<file path="config.mk">
export PLATFORM = sky130hd
export DESIGN_NAME = adq_ctrl
export DESIGN_NICKNAME = d
export VERILOG_FILES = /design/src/adq_pkg.sv /design/src/adq_conv_seq.sv /design/src/adq_ctrl.sv
export SDC_FILE = /design/constraint.sdc
export NUM_CORES = 1
export LEC_CHECK = 0
export ABC_AREA = 0
export BUFFER_PORTS_ARGS = -buffer_cell sky130_fd_sc_hd__buf_4
export CORE_ASPECT_RATIO = 0.8
export CORE_MARGIN = 10
export CORE_UTILIZATION = 50
export CTS_CLUSTER_SIZE = 24
export DETAILED_ROUTE_END_ITERATION = 10
export PLACE_DENSITY = 0.87
export SETUP_SLACK_MARGIN = 0.02
export SKIP_CTS_REPAIR_TIMING = 1
export SYNTH_ARGS = -nofsm -noshare
export SYNTH_HDL_FRONTEND = slang
export SYNTH_SLANG_ARGS = --single-unit
</file>
<file path="constraint.sdc">
create_clock -name pclk -period 4.22 [get_ports pclk]
set_input_delay 1.266 -clock pclk [delete_from_list [all_inputs] [get_ports pclk]]
set_output_delay 1.266 -clock pclk [all_outputs]
set_load 0.005 [all_outputs]
</file>
<file path="src/adq_pkg.sv">
package adq_pkg;
   // ***************************************************************
   // Register byte offsets
   // ***************************************************************
   localparam logic [7:0] ADQ_OFF_CTRL_FIRST = 8'h00;  // converter_ctrl_first
   localparam logic [7:0] ADQ_OFF_CTRL_SECOND = 8'h04; // converter_ctrl_second
   localparam logic [7:0] ADQ_OFF_RESULT_LO = 8'h08;   // Result low byte
   localparam logic [7:0] ADQ_OFF_RESULT_HI = 8'h0c;   // Result high nibble
   localparam logic [7:0] ADQ_OFF_PIN_SEL = 8'h10;     // analog_pin_select_reg
   localparam logic [7:0] ADQ_OFF_INT_CTRL = 8'h14;    // Interrupt enables and flag

   // ***************************************************************
   // Field positions
   // ***************************************************************
   localparam int ADQ_F1_START = 7;     // Start / converter reset bit
   localparam int ADQ_F1_BUSY = 6;      // conversion_busy, read only
   localparam int ADQ_F1_POWER_OFF = 5; // converter_power_off
   localparam int ADQ_F1_CHAN_LO = 0;   // channel_select_low_3b, 3 bits
   localparam int ADQ_F2_CHAN_HI = 7;   // channel_select_high
   localparam int ADQ_F2_REF_SEL = 5;   // ref_source_select
   localparam int ADQ_F2_DIV = 0;       // conv_clock_divider, 3 bits
   localparam int ADQ_FI_GIE = 0;       // global_int_enable
   localparam int ADQ_FI_CIE = 1;       // converter_int_enable
   localparam int ADQ_FI_FLAG = 2;      // converter_int_flag

   // ***************************************************************
   // Reset values and widths
   // ***************************************************************
   localparam logic ADQ_RST_POWER_OFF = 1'b1;
   localparam logic [7:0] ADQ_RST_PIN_SEL = 8'hff;
   localparam logic [2:0] ADQ_RST_DIV = 3'h0;
   localparam int ADQ_RES_W = 12;       // Result width
   localparam int ADQ_DIV_W = 3;        // Divider code width
   localparam int ADQ_PRE_W = 6;        // Prescaler width, up to /64

   // ***************************************************************
   // Timing
   // ***************************************************************
   localparam int ADQ_CLK_MHZ = 40;     // pclk rate
   localparam int ADQ_CONV_TICKS = 16;  // Converter clock periods per conversion

   typedef enum logic [1:0] {ADQ_IDLE, ADQ_CONV} adq_state_e;
endpackage

</file>
<file path="src/adq_conv_seq.sv">
`timescale 1ns/100ps
module adq_conv_seq
   import adq_pkg::*;
(
   input wire logic pclk,
   input wire logic presetn,
   input wire logic ce,                  // Freezes all state when low
   input wire logic [ADQ_DIV_W-1:0] div_code, // Converter clock code
   input wire logic run,                 // One-cycle conversion launch
   input wire logic abort,               // Holds sequencer in reset
   output logic conv_busy,               // Conversion under way
   output logic conv_tick,               // Converter clock strobe
   output logic conv_done                // Last tick of a conversion
);
   // ***************************************************************
   // Divider helper
   // ***************************************************************
   // Mask of prescaler terminal count, code 7 treated as /64
   function automatic logic [ADQ_PRE_W-1:0] div_mask(input logic [ADQ_DIV_W-1:0] c);
      logic [ADQ_DIV_W-1:0] k;
      k = (c == 3'h7) ? 3'h6 : c;
      div_mask = ADQ_PRE_W'((7'h01 << k) - 7'h01);
   endfunction

   adq_state_e state_q, state_d;          // Sequencer state
   logic [ADQ_PRE_W-1:0] pre_q;           // Prescaler
   logic [3:0] cnt_q;                     // Ticks taken
   wire logic [ADQ_PRE_W-1:0] mask_w = div_mask(div_code);
   wire logic active_w = (state_q == ADQ_CONV);
   wire logic tick_w = active_w & ce & (pre_q == mask_w);
   wire logic last_w = tick_w & (cnt_q == 4'(ADQ_CONV_TICKS - 1));

   assign conv_busy = active_w;
   assign conv_tick = tick_w;
   assign conv_done = last_w & ~abort;

   // ***************************************************************
   // Next state
   // ***************************************************************
   always_comb begin
      state_d = state_q;
      case (state_q)
         ADQ_IDLE: begin
            if (run && !abort) begin
               state_d = ADQ_CONV;      // Launch
            end
         end
         ADQ_CONV: begin
            if (abort || last_w) begin
               state_d = ADQ_IDLE;      // Sixteen ticks or reset
            end
         end
         default: begin
            state_d = ADQ_IDLE;
         end
      endcase
   end

   // State register
   always_ff @(posedge pclk or negedge presetn) begin
      if (!presetn) begin
         state_q <= ADQ_IDLE;
      end else if (ce) begin
         state_q <= state_d;
      end
   end

   // Prescaler and tick counter, cleared on launch
   always_ff @(posedge pclk or negedge presetn) begin
      if (!presetn) begin
         pre_q <= '0;
         cnt_q <= '0;
      end else if (ce) begin
         if (!active_w || tick_w) begin
            pre_q <= '0;
         end else begin
            pre_q <= pre_q + 1'b1;   // Derived converter clock
         end
         if (!active_w) begin
            cnt_q <= '0;
         end else if (tick_w) begin
            cnt_q <= cnt_q + 1'b1;
         end
      end
   end

   // ***************************************************************
   // Checks
   // ***************************************************************
   logic [10:0] cyc_q;                   // ce cycles since launch
   always_ff @(posedge pclk or negedge presetn) begin
      if (!presetn) begin
         cyc_q <= '0;
      end else if (ce) begin
         cyc_q <= active_w ? cyc_q + 1'b1 : '0;
      end
   end
endmodule

</file>
<file path="src/adq_ctrl.sv">
// Function
// - Analog enable routes pin, disables others
// - Analog pin drops its pull-high
// - Analog enable overrides port direction
// - One enable bit per analog channel
// - Reference select: supply or reference pin
// - Three-bit divider sets converter clock
// - Divider code three gives clock/8
// - Power-off high keeps converter disabled
// - Power-off switches converter circuits off
// - Channel select split over two registers
// - Interrupt needs global and converter enables
// - Start low-high-low launches conversion
// - Busy high during conversion, low done
// - Sixteen converter clocks per conversion
// - Software runs freely during conversion
// - Twelve-bit result in low/high registers
// - Start held high resets, forces busy
// - Conversion end sets interrupt flag
// - Codes 0-6 divide by 1..64
`timescale 1ns/100ps
module adq_ctrl
   import adq_pkg::*;
#(
   parameter int NUM_PINS = 8,           // Shared analog pins
   parameter int ADDR_W = 8              // APB address width
) (
   input wire logic pclk,
   input wire logic presetn,
   input wire logic ce,
   input wire logic psel,
   input wire logic penable,
   input wire logic pwrite,
   input wire logic [ADDR_W-1:0] paddr,
   input wire logic [31:0] pwdata,
   output logic [31:0] prdata,
   output logic pready,
   output logic pslverr,
   input wire logic [ADQ_RES_W-1:0] conv_data,   // Converter output word
   input wire logic [NUM_PINS-1:0] port_direction_reg, // 1 = input
   input wire logic [NUM_PINS-1:0] pullup_setting,     // Pull-high request
   output logic [NUM_PINS-1:0] pin_analog_route,       // Pin to input mux
   output logic [NUM_PINS-1:0] pin_digital_en,         // Other functions
   output logic [NUM_PINS-1:0] pin_dir_input,          // Effective direction
   output logic [NUM_PINS-1:0] pin_pullup_en,          // Effective pull-high
   output logic [4:0] conv_channel,      // Selected analog channel
   output logic ref_pin_select,          // 1 = reference pin, 0 = supply
   output logic conv_power_down,         // Converter circuits off
   output logic conv_reset,              // Converter held in reset
   output logic conv_clk_strobe,         // Converter clock strobe
   output logic conv_irq                 // Gated interrupt request
);
   // ***************************************************************
   // Parameter checks
   // ***************************************************************
   if (NUM_PINS < 1 || NUM_PINS > 8) begin : g_bad_pins
      $error("NUM_PINS must be 1 to 8");
   end
   if (ADDR_W < 8) begin : g_bad_addr
      $error("ADDR_W must be at least 8");
   end

   // ***************************************************************
   // Registers
   // ***************************************************************
   logic start_q;                        // Start bit
   logic start_prev_q;                   // Start bit one cycle ago
   logic power_off_q;                    // converter_power_off
   logic [2:0] chan_lo_q;                // channel_select_low_3b
   logic chan_hi_q;                      // channel_select_high
   logic ref_sel_q;                      // ref_source_select
   logic [ADQ_DIV_W-1:0] div_q;          // conv_clock_divider
   logic [7:0] pin_sel_q;                // analog_pin_select_reg
   logic gie_q;                          // global_int_enable
   logic cie_q;                          // converter_int_enable
   logic flag_q;                         // converter_int_flag
   logic [ADQ_RES_W-1:0] result_q;       // Last completed result
   logic [31:0] rdata_q;                 // Captured read data
   logic rd_valid_q;                     // Read data captured
   wire logic conv_busy_w;
   wire logic conv_done_w;

   // ***************************************************************
   // APB decode
   // ***************************************************************
   wire logic [7:0] off_w = paddr[7:0];
   wire logic hi_zero_w = (paddr >> 8) == '0;
   wire logic hit_f1_w = hi_zero_w & (off_w == ADQ_OFF_CTRL_FIRST);
   wire logic hit_f2_w = hi_zero_w & (off_w == ADQ_OFF_CTRL_SECOND);
   wire logic hit_lo_w = hi_zero_w & (off_w == ADQ_OFF_RESULT_LO);
   wire logic hit_hi_w = hi_zero_w & (off_w == ADQ_OFF_RESULT_HI);
   wire logic hit_pin_w = hi_zero_w & (off_w == ADQ_OFF_PIN_SEL);
   wire logic hit_int_w = hi_zero_w & (off_w == ADQ_OFF_INT_CTRL);
   wire logic hit_w = hit_f1_w | hit_f2_w | hit_lo_w | hit_hi_w | hit_pin_w | hit_int_w;
   wire logic done_xfer_w = psel & penable & ce & rd_valid_q;
   wire logic wr_w = done_xfer_w & pwrite & hit_w;

   assign pready = done_xfer_w;
   assign pslverr = done_xfer_w & ~hit_w;
   assign prdata = rdata_q;

   // ***************************************************************
   // Status view
   // ***************************************************************
   wire logic start_fall_w = start_prev_q & ~start_q;
   wire logic run_w = start_fall_w & ~power_off_q;
   wire logic abort_w = start_q | power_off_q;
   // Launch cycle counts as busy, so a poll right after start never sees idle
   wire logic busy_w = start_q | run_w | conv_busy_w;  // Forced high by start
   wire logic [7:0] f1_view_w = {start_q, busy_w, power_off_q, 2'b00, chan_lo_q};
   wire logic [7:0] f2_view_w = {chan_hi_q, 1'b0, ref_sel_q, 2'b00, div_q};
   wire logic [7:0] int_view_w = {5'h00, flag_q, cie_q, gie_q};
   wire logic [31:0] rd_mux_w =
      hit_f1_w ? {24'h000000, f1_view_w} :
      hit_f2_w ? {24'h000000, f2_view_w} :
      hit_lo_w ? {24'h000000, result_q[7:0]} :
      hit_hi_w ? {28'h0000000, result_q[ADQ_RES_W-1:8]} :
      hit_pin_w ? {24'h000000, pin_sel_q} :
      hit_int_w ? {24'h000000, int_view_w} : 32'h00000000;

   // Read capture during setup; answer in access phase
   always_ff @(posedge pclk or negedge presetn) begin
      if (!presetn) begin
         rdata_q <= '0;
         rd_valid_q <= 1'b0;
      end else if (ce) begin
         rdata_q <= rd_mux_w;
         rd_valid_q <= psel & ~done_xfer_w;
      end
   end

   // ***************************************************************
   // Control registers
   // ***************************************************************
   always_ff @(posedge pclk or negedge presetn) begin
      if (!presetn) begin
         start_q <= 1'b0;
         power_off_q <= ADQ_RST_POWER_OFF;
         chan_lo_q <= '0;
      end else if (ce && wr_w && hit_f1_w) begin
         start_q <= pwdata[ADQ_F1_START];
         power_off_q <= pwdata[ADQ_F1_POWER_OFF];
         chan_lo_q <= pwdata[ADQ_F1_CHAN_LO +: 3];
      end
   end

   // Second control register
   always_ff @(posedge pclk or negedge presetn) begin
      if (!presetn) begin
         chan_hi_q <= 1'b0;
         ref_sel_q <= 1'b0;
         div_q <= ADQ_RST_DIV;
      end else if (ce && wr_w && hit_f2_w) begin
         chan_hi_q <= pwdata[ADQ_F2_CHAN_HI];
         ref_sel_q <= pwdata[ADQ_F2_REF_SEL];
         div_q <= pwdata[ADQ_F2_DIV +: ADQ_DIV_W];
      end
   end

   // Pin select and interrupt enables
   always_ff @(posedge pclk or negedge presetn) begin
      if (!presetn) begin
         pin_sel_q <= ADQ_RST_PIN_SEL;
         gie_q <= 1'b0;
         cie_q <= 1'b0;
      end else if (ce && wr_w) begin
         if (hit_pin_w) begin
            pin_sel_q <= pwdata[7:0];
         end
         if (hit_int_w) begin
            gie_q <= pwdata[ADQ_FI_GIE];
            cie_q <= pwdata[ADQ_FI_CIE];
         end
      end
   end

   // Request flag: end of conversion wins over a clearing write
   always_ff @(posedge pclk or negedge presetn) begin
      if (!presetn) begin
         flag_q <= 1'b0;
      end else if (ce) begin
         if (conv_done_w) begin
            flag_q <= 1'b1;
         end else if (wr_w && hit_int_w) begin
            flag_q <= pwdata[ADQ_FI_FLAG];
         end
      end
   end

   // ***************************************************************
   // Start sequencing and result capture
   // ***************************************************************
   always_ff @(posedge pclk or negedge presetn) begin
      if (!presetn) begin
         start_prev_q <= 1'b0;
         result_q <= '0;
      end else if (ce) begin
         start_prev_q <= start_q;
         if (conv_done_w) begin
            result_q <= conv_data;
         end
      end
   end

   // Autonomous sequencer; bus stays free meanwhile
   adq_conv_seq u_seq (
      .pclk(pclk),
      .presetn(presetn),
      .ce(ce),
      .div_code(div_q),
      .run(run_w),
      .abort(abort_w),
      .conv_busy(conv_busy_w),
      .conv_tick(conv_clk_strobe),
      .conv_done(conv_done_w)
   );

   // ***************************************************************
   // Pin and converter outputs
   // ***************************************************************
   wire logic [NUM_PINS-1:0] ace_w = pin_sel_q[NUM_PINS-1:0];
   assign pin_analog_route = ace_w;
   assign pin_digital_en = ~ace_w;
   assign pin_dir_input = port_direction_reg | ace_w;
   assign pin_pullup_en = pullup_setting & ~ace_w;
   assign conv_channel = {chan_hi_q, 1'b0, chan_lo_q};
   assign ref_pin_select = ref_sel_q;
   assign conv_power_down = power_off_q;
   assign conv_reset = abort_w;
   assign conv_irq = flag_q & gie_q & cie_q;
endmodule

</file>
# [Word-level counts from Yosys, hierarchy flattened]
# Cells that the tools add are included.
[totals] in_bits=74 memories=0 output_inout_bits=76 latchBits=0 ff_bits=79 rom_bits=0 ramBits=0
[op_classes] n_mul=0 bitwise_logic=31 n_addsub=3 magnitude_cmp=0 n_eq_ne=12 n_reduce_logical=18 n_div=0 shift=1 mux=15
[op_table] op="two-way mux 8 bit" n=5
[op_table] op="equality test 8 x 4 -> 1 bit (second input constant)" n=2
[op_table] op="equality test 8 x 5 -> 1 bit (second input constant)" n=2
[op_table] op="AND 1 bit" n=15
[op_table] op="AND reduction 2 bit" n=5
[op_table] op="AND 8 bit" n=1
[op_table] op="equality test 8 x 3 -> 1 bit (second input constant)" n=1
[op_table] op="logical NOT 8 bit" n=1
[op_table] op="two-way mux 4 bit" n=2
[op_table] op="inverter 8 bit" n=1
[op_table] op="bitwise OR 1 bit" n=8
[op_table] op="bitwise OR 8 bit" n=1
[op_table] op="adder 6 x 1 -> 6 bit (second input constant)" n=1
[op_table] op="equality test 6 bit" n=1
[op_table] op="two-way mux 3 bit" n=2
[op_table] op="two-way mux 6 bit" n=1
[op_table] op="inequality test 2 x 1 -> 1 bit (second input constant)" n=3
[op_table] op="<< shifter 1 x 3 -> 6 bit (first input constant)" n=1
[op_table] op="subtractor 6 x 1 -> 6 bit (second input constant)" n=1
[op_table] op="logical AND 1 bit" n=5
[op_table] op="inverter 1 bit" n=5
[op_table] op="adder 4 x 1 -> 4 bit (second input constant)" n=1
[op_table] op="equality test 4 bit (second input constant)" n=1
[op_table] op="two-way mux 2 bit" n=2
[op_table] op="other kinds (9)" n=12

# [Logic depth before layout (Yosys ltp)]
# Gate-level depths: netlist of the first run.
[depth] depth_word=10 mapped_depth=7 depth_no_buf=6

# [Modules after synthesis]
# Synthesis of the first run repeated with hierarchy kept, for this count alone.
[hier_totals] hier_cells=310 area_unflattened_um2=3181.8
[modules_own_cells] mod="adq_ctrl" seq_area_each_um2=1087.3 area_each_um2=2417.3 instances=1 cells_each=225
[modules_own_cells] mod="adq_conv_seq" seq_area_each_um2=275.3 area_each_um2=764.5 instances=1 cells_each=85

# [Worst setup path before layout of the first run]
# No wires, ideal clock.
[synth_timing] kind="in2out" startpoint="in ce" endpoint="out conv_clk_strobe" stages=4 required_ps=2954 slack_ps=753 arrival_ps=2201 cell_sequence="nand2_1 > nor4_4 > o21a_1 > buf_2"
[synth_via] elab_chain_cells=2
[synth_lines] element="from (decl)" line_no="adq_ctrl.sv:30" text="input wire logic ce,"
[synth_lines] element="AND 1 bit (2 in a row)" line_no="adq_conv_seq.sv:30" text="wire logic tick_w = active_w & ce & (pre_q == mask_w);"
[synth_lines] element="to (decl)" line_no="adq_ctrl.sv:50" text="output logic conv_clk_strobe,"
# Every way passes these cells.

# [Worst setup path after layout of the first run]
# Ends and elaborated chain as after synthesis.

==> impl_results.md, run 1 <==
- FMAX: 274 MHz
- Total of max-cap violations: 0
- HP Class: register to register
- I/O pins: 150
- Final ANT Viol Nets: 0
- First-pass GRT wire length: approximately 13000 microns
- N_diodes: 0
- Fin. Hold Viols: 0
- Setup tns final: 0 ns
- GR Util All Layers: 16.3%
- Max-slew violation count: 0
- RSZ-0062 raised after global routing: no
- Share of cells above drive strength 1: between 40 and 50%
- Synth top area cells: dfrtp_1 (35%), mux2_2 (8.8%), dfstp_2 (7.4%), buf_4 (6.1%), mux2_4 (4.2%)
- Drt pass-1 iters: 5
- Netlist Area Pre-Place: 3200 sq um
- Clk_lat worst skew: 0.32 ns
- WL/cell: about 18 microns
- Die area: around 10000 sq um
- Vias in the first global route: 2616
- Area grow syn2layout: 24.4%
- Clk pin slew, worst setup/hold paths: 0.11 ns
- Row Count: 25
- PwrDens: 236 nW/um^2
- Setup CP Type: input port to output pin
- Gate Count Post-Synth: approximately 310
- Crit start category: input port
- Die H: 91.5 microns
- Worst slew margin: 54.9%
- Post-synthesis cell type count: 57
- Number of synthesized flops with an enable pin: 0
- Synthesis Warnings: 0
- CP required: about 3.0 ns
- Sequential-to-total area share from yosys stat: 42.6%
- Final instance area: 3980 sq um
- Endpoints failing setup: 0
- Max clock buf depth: 2
- Die Width: between 100 and 150 microns
- Worst VDD drop: 183 uV
- CP Max Fanout: 9
- Overflow after GRT: 0
- Top-count cell post-synth: dfrtp_1
- Yosys top cell by area: dfrtp_1
- RePlAce Congestion: 0.835
- H-tree Lvls: 2
- WP data arrival: 2.38 ns
- Root Driver: clkbuf_8
- Final min period: around 3.6 ns
- Top cell type's share of synthesized area: 35.2%
- CTS tree: yes
- Core Region: 6070 sq um
- Number of buffers created by CTS: 5
- Synth top cells by count: dfrtp_1 (45), buf_4 (26), mux2_2 (25)
- Outcome: complete, no violations
- Routed wire length: 8480 microns
- Primary FF master, synth: dfrtp_1
- Drt first-iter violations: 164
- Final #Nets: 478
- DRC violations left: 0
- Flops & latches, synth: between 50 and 60
- Skew final: between 0.015 and 0.02 ns
- Leak: 0.00195 uW
- Crit share post-route: 86.4%
- Crit end category: output pin
- HPWL Detailed: 6680 microns
- # port buffers: 100
- Async S/R FF share, synth: 100%
- Tightest Pin Transition: 0.677 ns
- CTS sink cnt: 54
- DR vias/cell: around 5.4
- Initial Util: 52.7%
- # fillers: 491
- Placed cell area: 3880 sq um
- Initial antenna violation count: 0
- Fin worst setup slack: 0.572 ns
- Syn avg cell area: between 10 and 15 sq um
- Largest net degree at the start of global routing: 55
- Dpl ws: 0.563 ns
- Via count of the routed design: approximately 2600
-- logic make-up (layout without fill, tap and decap cells) --
group	after synthesis	after routing	synth area share, %
compound gates	61	61	14.3
xor+xnor	3	3	0.822
fa+ha+maj	2	2	0.783
buf+inv	62	132	11.2
flops	54	54	42.6
mux	39	39	15.0
other cells	1	25	0.117
simple gates	87	87	15.2
-- layer usage --
layer / up-vias / GRT usage [%] / share of wire, %
li1: 1224 / - / -
met5: - / 0 / 0
met1: 1263 / 20.1 / 40
met3: 9 / 7.27 / 14
met2: 130 / 25.5 / 46
met4: 0 / 3.68 / 0.98
-- registers in the layout, summed over array words and instances (netlist names), 3 cells and up --
name / flops
div_q: 3
pin_analog_route: 8
result_q: 12
u_seq.cnt_q: 4
prdata: 8
u_seq.pre_q: 6
chan_lo_q: 3
-- final timing paths --
| check | depth (start not counted) | startpoint | slack (ns) | end |
|---|---|---|---|---|
| worst max-delay path | 5 | ce | 0.57 | conv_clk_strobe |
| worst min-delay path | 1 | result_q[1] | 0.51 | result_q[1] |
| worst max register to register | 5 | u_seq.pre_q[2] | 1.95 | result_q[5] |
| worst min register to register | 1 | result_q[1] | 0.51 | result_q[1] |
| max in group asynchronous | 1 | presetn | 2.78 | result_q[4] |
| min in group asynchronous | 1 | presetn | 0.97 | rd_valid_q |
-- stage by stage --
step	utilization, %	std cells	hold WS [ns]	total power, uW
final	65.5	484	0.512	937
after global placement	64.0	476	0.476	644
after floorplan	-	333	0.468	593
after detailed placement	64.0	476	0.492	647
after global routing	65.5	484	0.537	981
after CTS	65.5	484	0.518	947
-- worst max-delay path, stage by stage --
cell and delay [ns]:
buf_4 0.09, nand2_1 0.14, nor4_4 0.33, o21a_1 0.37, buf_4 0.18
-- power breakdown --
group	switching [uW]	internal, uW
sequential	4.20	521
clock	181	119
combinational	56.3	56.1
total	241	696
-- area by class of cell --
class	instances	area, sq um	share of cell area (%)
flip-flops and latches	54	1360	34.3
repair buffers	103	773	19.4
clock buffers	5	68.8	1.73
well taps	81	101	2.55
clock inverters	3	23.8	0.598
inverters	21	78.8	1.98
multi-input cells	217	1570	39.4
-- cell usage in the layout, fill, tap and decap left out, types with 3 or more instances in the layout --
cell type,count
o211ai_1,5
a211oi_1,3
o21ai_0,8
o31ai_1,3
nor4_1,4
o2bb2ai_1,6
buf_4,103
conb_1,25
nor3_1,4
a22oi_1,3
mux2_4,9
nand3_1,9
nand2b_1,3
nor2b_1,14
dfrtp_1,45
inv_1,21
nor2_1,11
dfstp_2,9
nand2_1,19
mux2i_1,4
mux2_2,25
or2_2,9
clkbuf_8,5
a21o_1,3
a21oi_1,12
(Power assumes the default switching activity.)
==> inputs of run 2 (changes only) <==
--- a/config.mk
+++ b/config.mk
@@ -13,6 +13,7 @@
 export CTS_CLUSTER_SIZE = 24
 export DETAILED_ROUTE_END_ITERATION = 10
 export PLACE_DENSITY = 0.87
+export RECOVER_POWER = 100
 export SETUP_SLACK_MARGIN = 0.02
 export SKIP_CTS_REPAIR_TIMING = 1
 export SYNTH_ARGS = -nofsm -noshare
==> impl_results.md, run 2 (same netlist as run 1, synthesis figures left out) <==
- HPWL Detailed: 6680 microns (unchanged)
- Total of max-cap violations: 2 (+2)
- Via count of the routed design: 2620 (-0.23%)
- Commonest non-fill, non-tap cell in the layout: buf_4
- RePlAce Congestion: 0.835 (unchanged)
- Setup CP Type: input port to output pin
- Crit end category: output pin
- Outcome: finished, violations left
- Max-slew violation count: 55 (+55)
- Leak: 0.00185 uW (-4.7%)
- # port buffers: 100 (unchanged)
- Top reg by flops: result_q
- FMAX: 264 MHz (-3.6%)
- Clk pin slew, worst setup/hold paths: 0.10 ns (about the same)
- DRC violations left: 0 (unchanged)
- WP data arrival: 2.52 ns (+0.14 ns)
- Critical R2R Launch: div_q[2]
- Initial Util: 52.7% (unchanged)
- Core Util, Final: 63.6% (-1.9 points)
- Overflow after GRT: 0 (unchanged)
- WL/cell: 17.5 microns (-0.13%)
- Fin. Hold Viols: 0 (unchanged)
- Placed cell area: 3880 sq um (unchanged)
- Row Count: 25 (unchanged)
- Die H: 91.5 microns (unchanged)
- Final #Nets: 478 (unchanged)
- I/O pins: 150 (unchanged)
- Worst slew margin: -92.0% (-150 points)
- Share of cells above drive strength 1: 35.0% (-7.4 points)
- Met2 Use GR: 25.5% (unchanged)
- Crit start category: input port
- DR vias/cell: 5.41 (-0.23%)
- N_diodes: 0 (unchanged)
- Cells after DPL: 476 (unchanged)
- GR Util All Layers: 16.3% (unchanged)
- Worst setup path start: ce
- Setup tns final: 0 ns (unchanged)
- Crit share post-route: 89.7% (+3.2 points)
- Final min period: 3.78 ns (+0.137 ns)
- RSZ-0062 raised after global routing: no
- Number of buffers created by CTS: 5 (unchanged)
- Vias in the first global route: 2616 (unchanged)
- Area grow syn2layout: 20.8%
- Slowest Stage Delay on Critical Path: 0.39 ns (+0.02 ns)
- Final instance area: 3860 sq um (-2.9%)
- CP required: 2.95 ns (about the same)
- Met1 global-route usage: 20.1% (unchanged)
- Drt pass-1 iters: 4 (-1)
- Largest net degree at the start of global routing: 55 (unchanged)
- Failing checks: capacitance limit, slew limit
- Most frequent cells in the layout: buf_4 (56), dfrtp_1 (45), clkbuf_4 (30), mux2_2 (29), conb_1 (25)
- Drt first-iter violations: 208 (+27%)
- Final ANT Viol Nets: 0 (unchanged)
- First-pass GRT wire length: 13300 microns (unchanged)
- CTS sink cnt: 54 (unchanged)
- Crit path cell chain: clkbuf_1 > nand2_1 > nor4_1 > o21a_1 > clkbuf_4
- PwrDens: 241 nW/um^2 (+2.4%)
- Busiest grt layer: met2
- Skew final: 0.0162 ns (+0.00110 ns)
- Routed wire length: 8470 microns (-0.13%)
- Root Driver: clkbuf_8
- CP Max Fanout: 9 (unchanged)
- Met3 Use GR: 7.27% (unchanged)
- Initial antenna violation count: 0 (unchanged)
- Tightest Pin Transition: 2.88 ns (+2.20 ns)
- Worst VDD drop: 183 uV (+0.19%)
- Die area: 10000 sq um (unchanged)
- Core Region: 6070 sq um (unchanged)
- Clk_lat worst skew: 0.32 ns (about the same)
- Non-Filler Instances: 484 (unchanged)
- Largest register FFs: 12 (unchanged)
- Endpoints failing setup: 0 (unchanged)
- CTS tree: yes
- Max clock buf depth: 2 (unchanged)
- HP Class: register to register
- H-tree Lvls: 2 (unchanged)
- Die Width: 109 microns (unchanged)
- Hold Crit Start: rd_valid_q
- Cell with the largest stage delay on the worst path: nor4_1
## run 2: cell type report
type                            count  area [sq um]
Clock buffer                        5          68.8
Clock inverter                      3          23.8
Fill cell                         513          2210
Inverter                           21          78.8
Multi-Input combinational cell    217          1520
Sequential cell                    54          1360
Tap cell                           81           101
Timing Repair Buffer              103           709
## run 2: metrics by stage
| stage | total power (uW) | setup WS (ns) | hold WS, ns |
|---|---|---|---|
| final | 932 | 0.435 | 0.516 |
| after floorplan | 593 | 0.753 | 0.468 |
| after global routing | 974 | 0.233 | 0.537 |
| after detailed placement | 647 | 0.563 | 0.492 |
| after CTS | 947 | 0.554 | 0.518 |
| after global placement | 644 | 0.607 | 0.476 |
## run 2: path summary, 6_finish.rpt
check | slack, ns | cells past startpoint | to
max | 0.44 | 5 | conv_clk_strobe
min | 0.52 | 1 | rd_valid_q
max reg2reg | 1.35 | 6 | result_q[5]
min reg2reg | 0.52 | 1 | rd_valid_q
max in group asynchronous | 0.72 | 1 | result_q[7]
min in group asynchronous | 1.87 | 1 | u_seq.cnt_q[0]
## run 2: routing by layer
layer  vias to the layer above  part of all wire [%]
met5                         -                     0
met4                         0                   1.0
met3                         9                    13
met2                       122                    45
met1                      1264                    41
li1                       1225                     -
## run 2: worst max-delay path: cells and delay by family
family / cells / cell delay (ns)
AND/OR/NAND/NOR: 2 / 0.53
AO/OA/AOI/OAI: 1 / 0.38
buffers and inverters: 2 / 0.35
## run 2: report_power, final
part	switching (uW)	leakage [uW]	internal [uW]
Combinational	55.5	0.00110	51.3
Sequential	4.19	0.000712	520
Clock	182	0.0000408	119
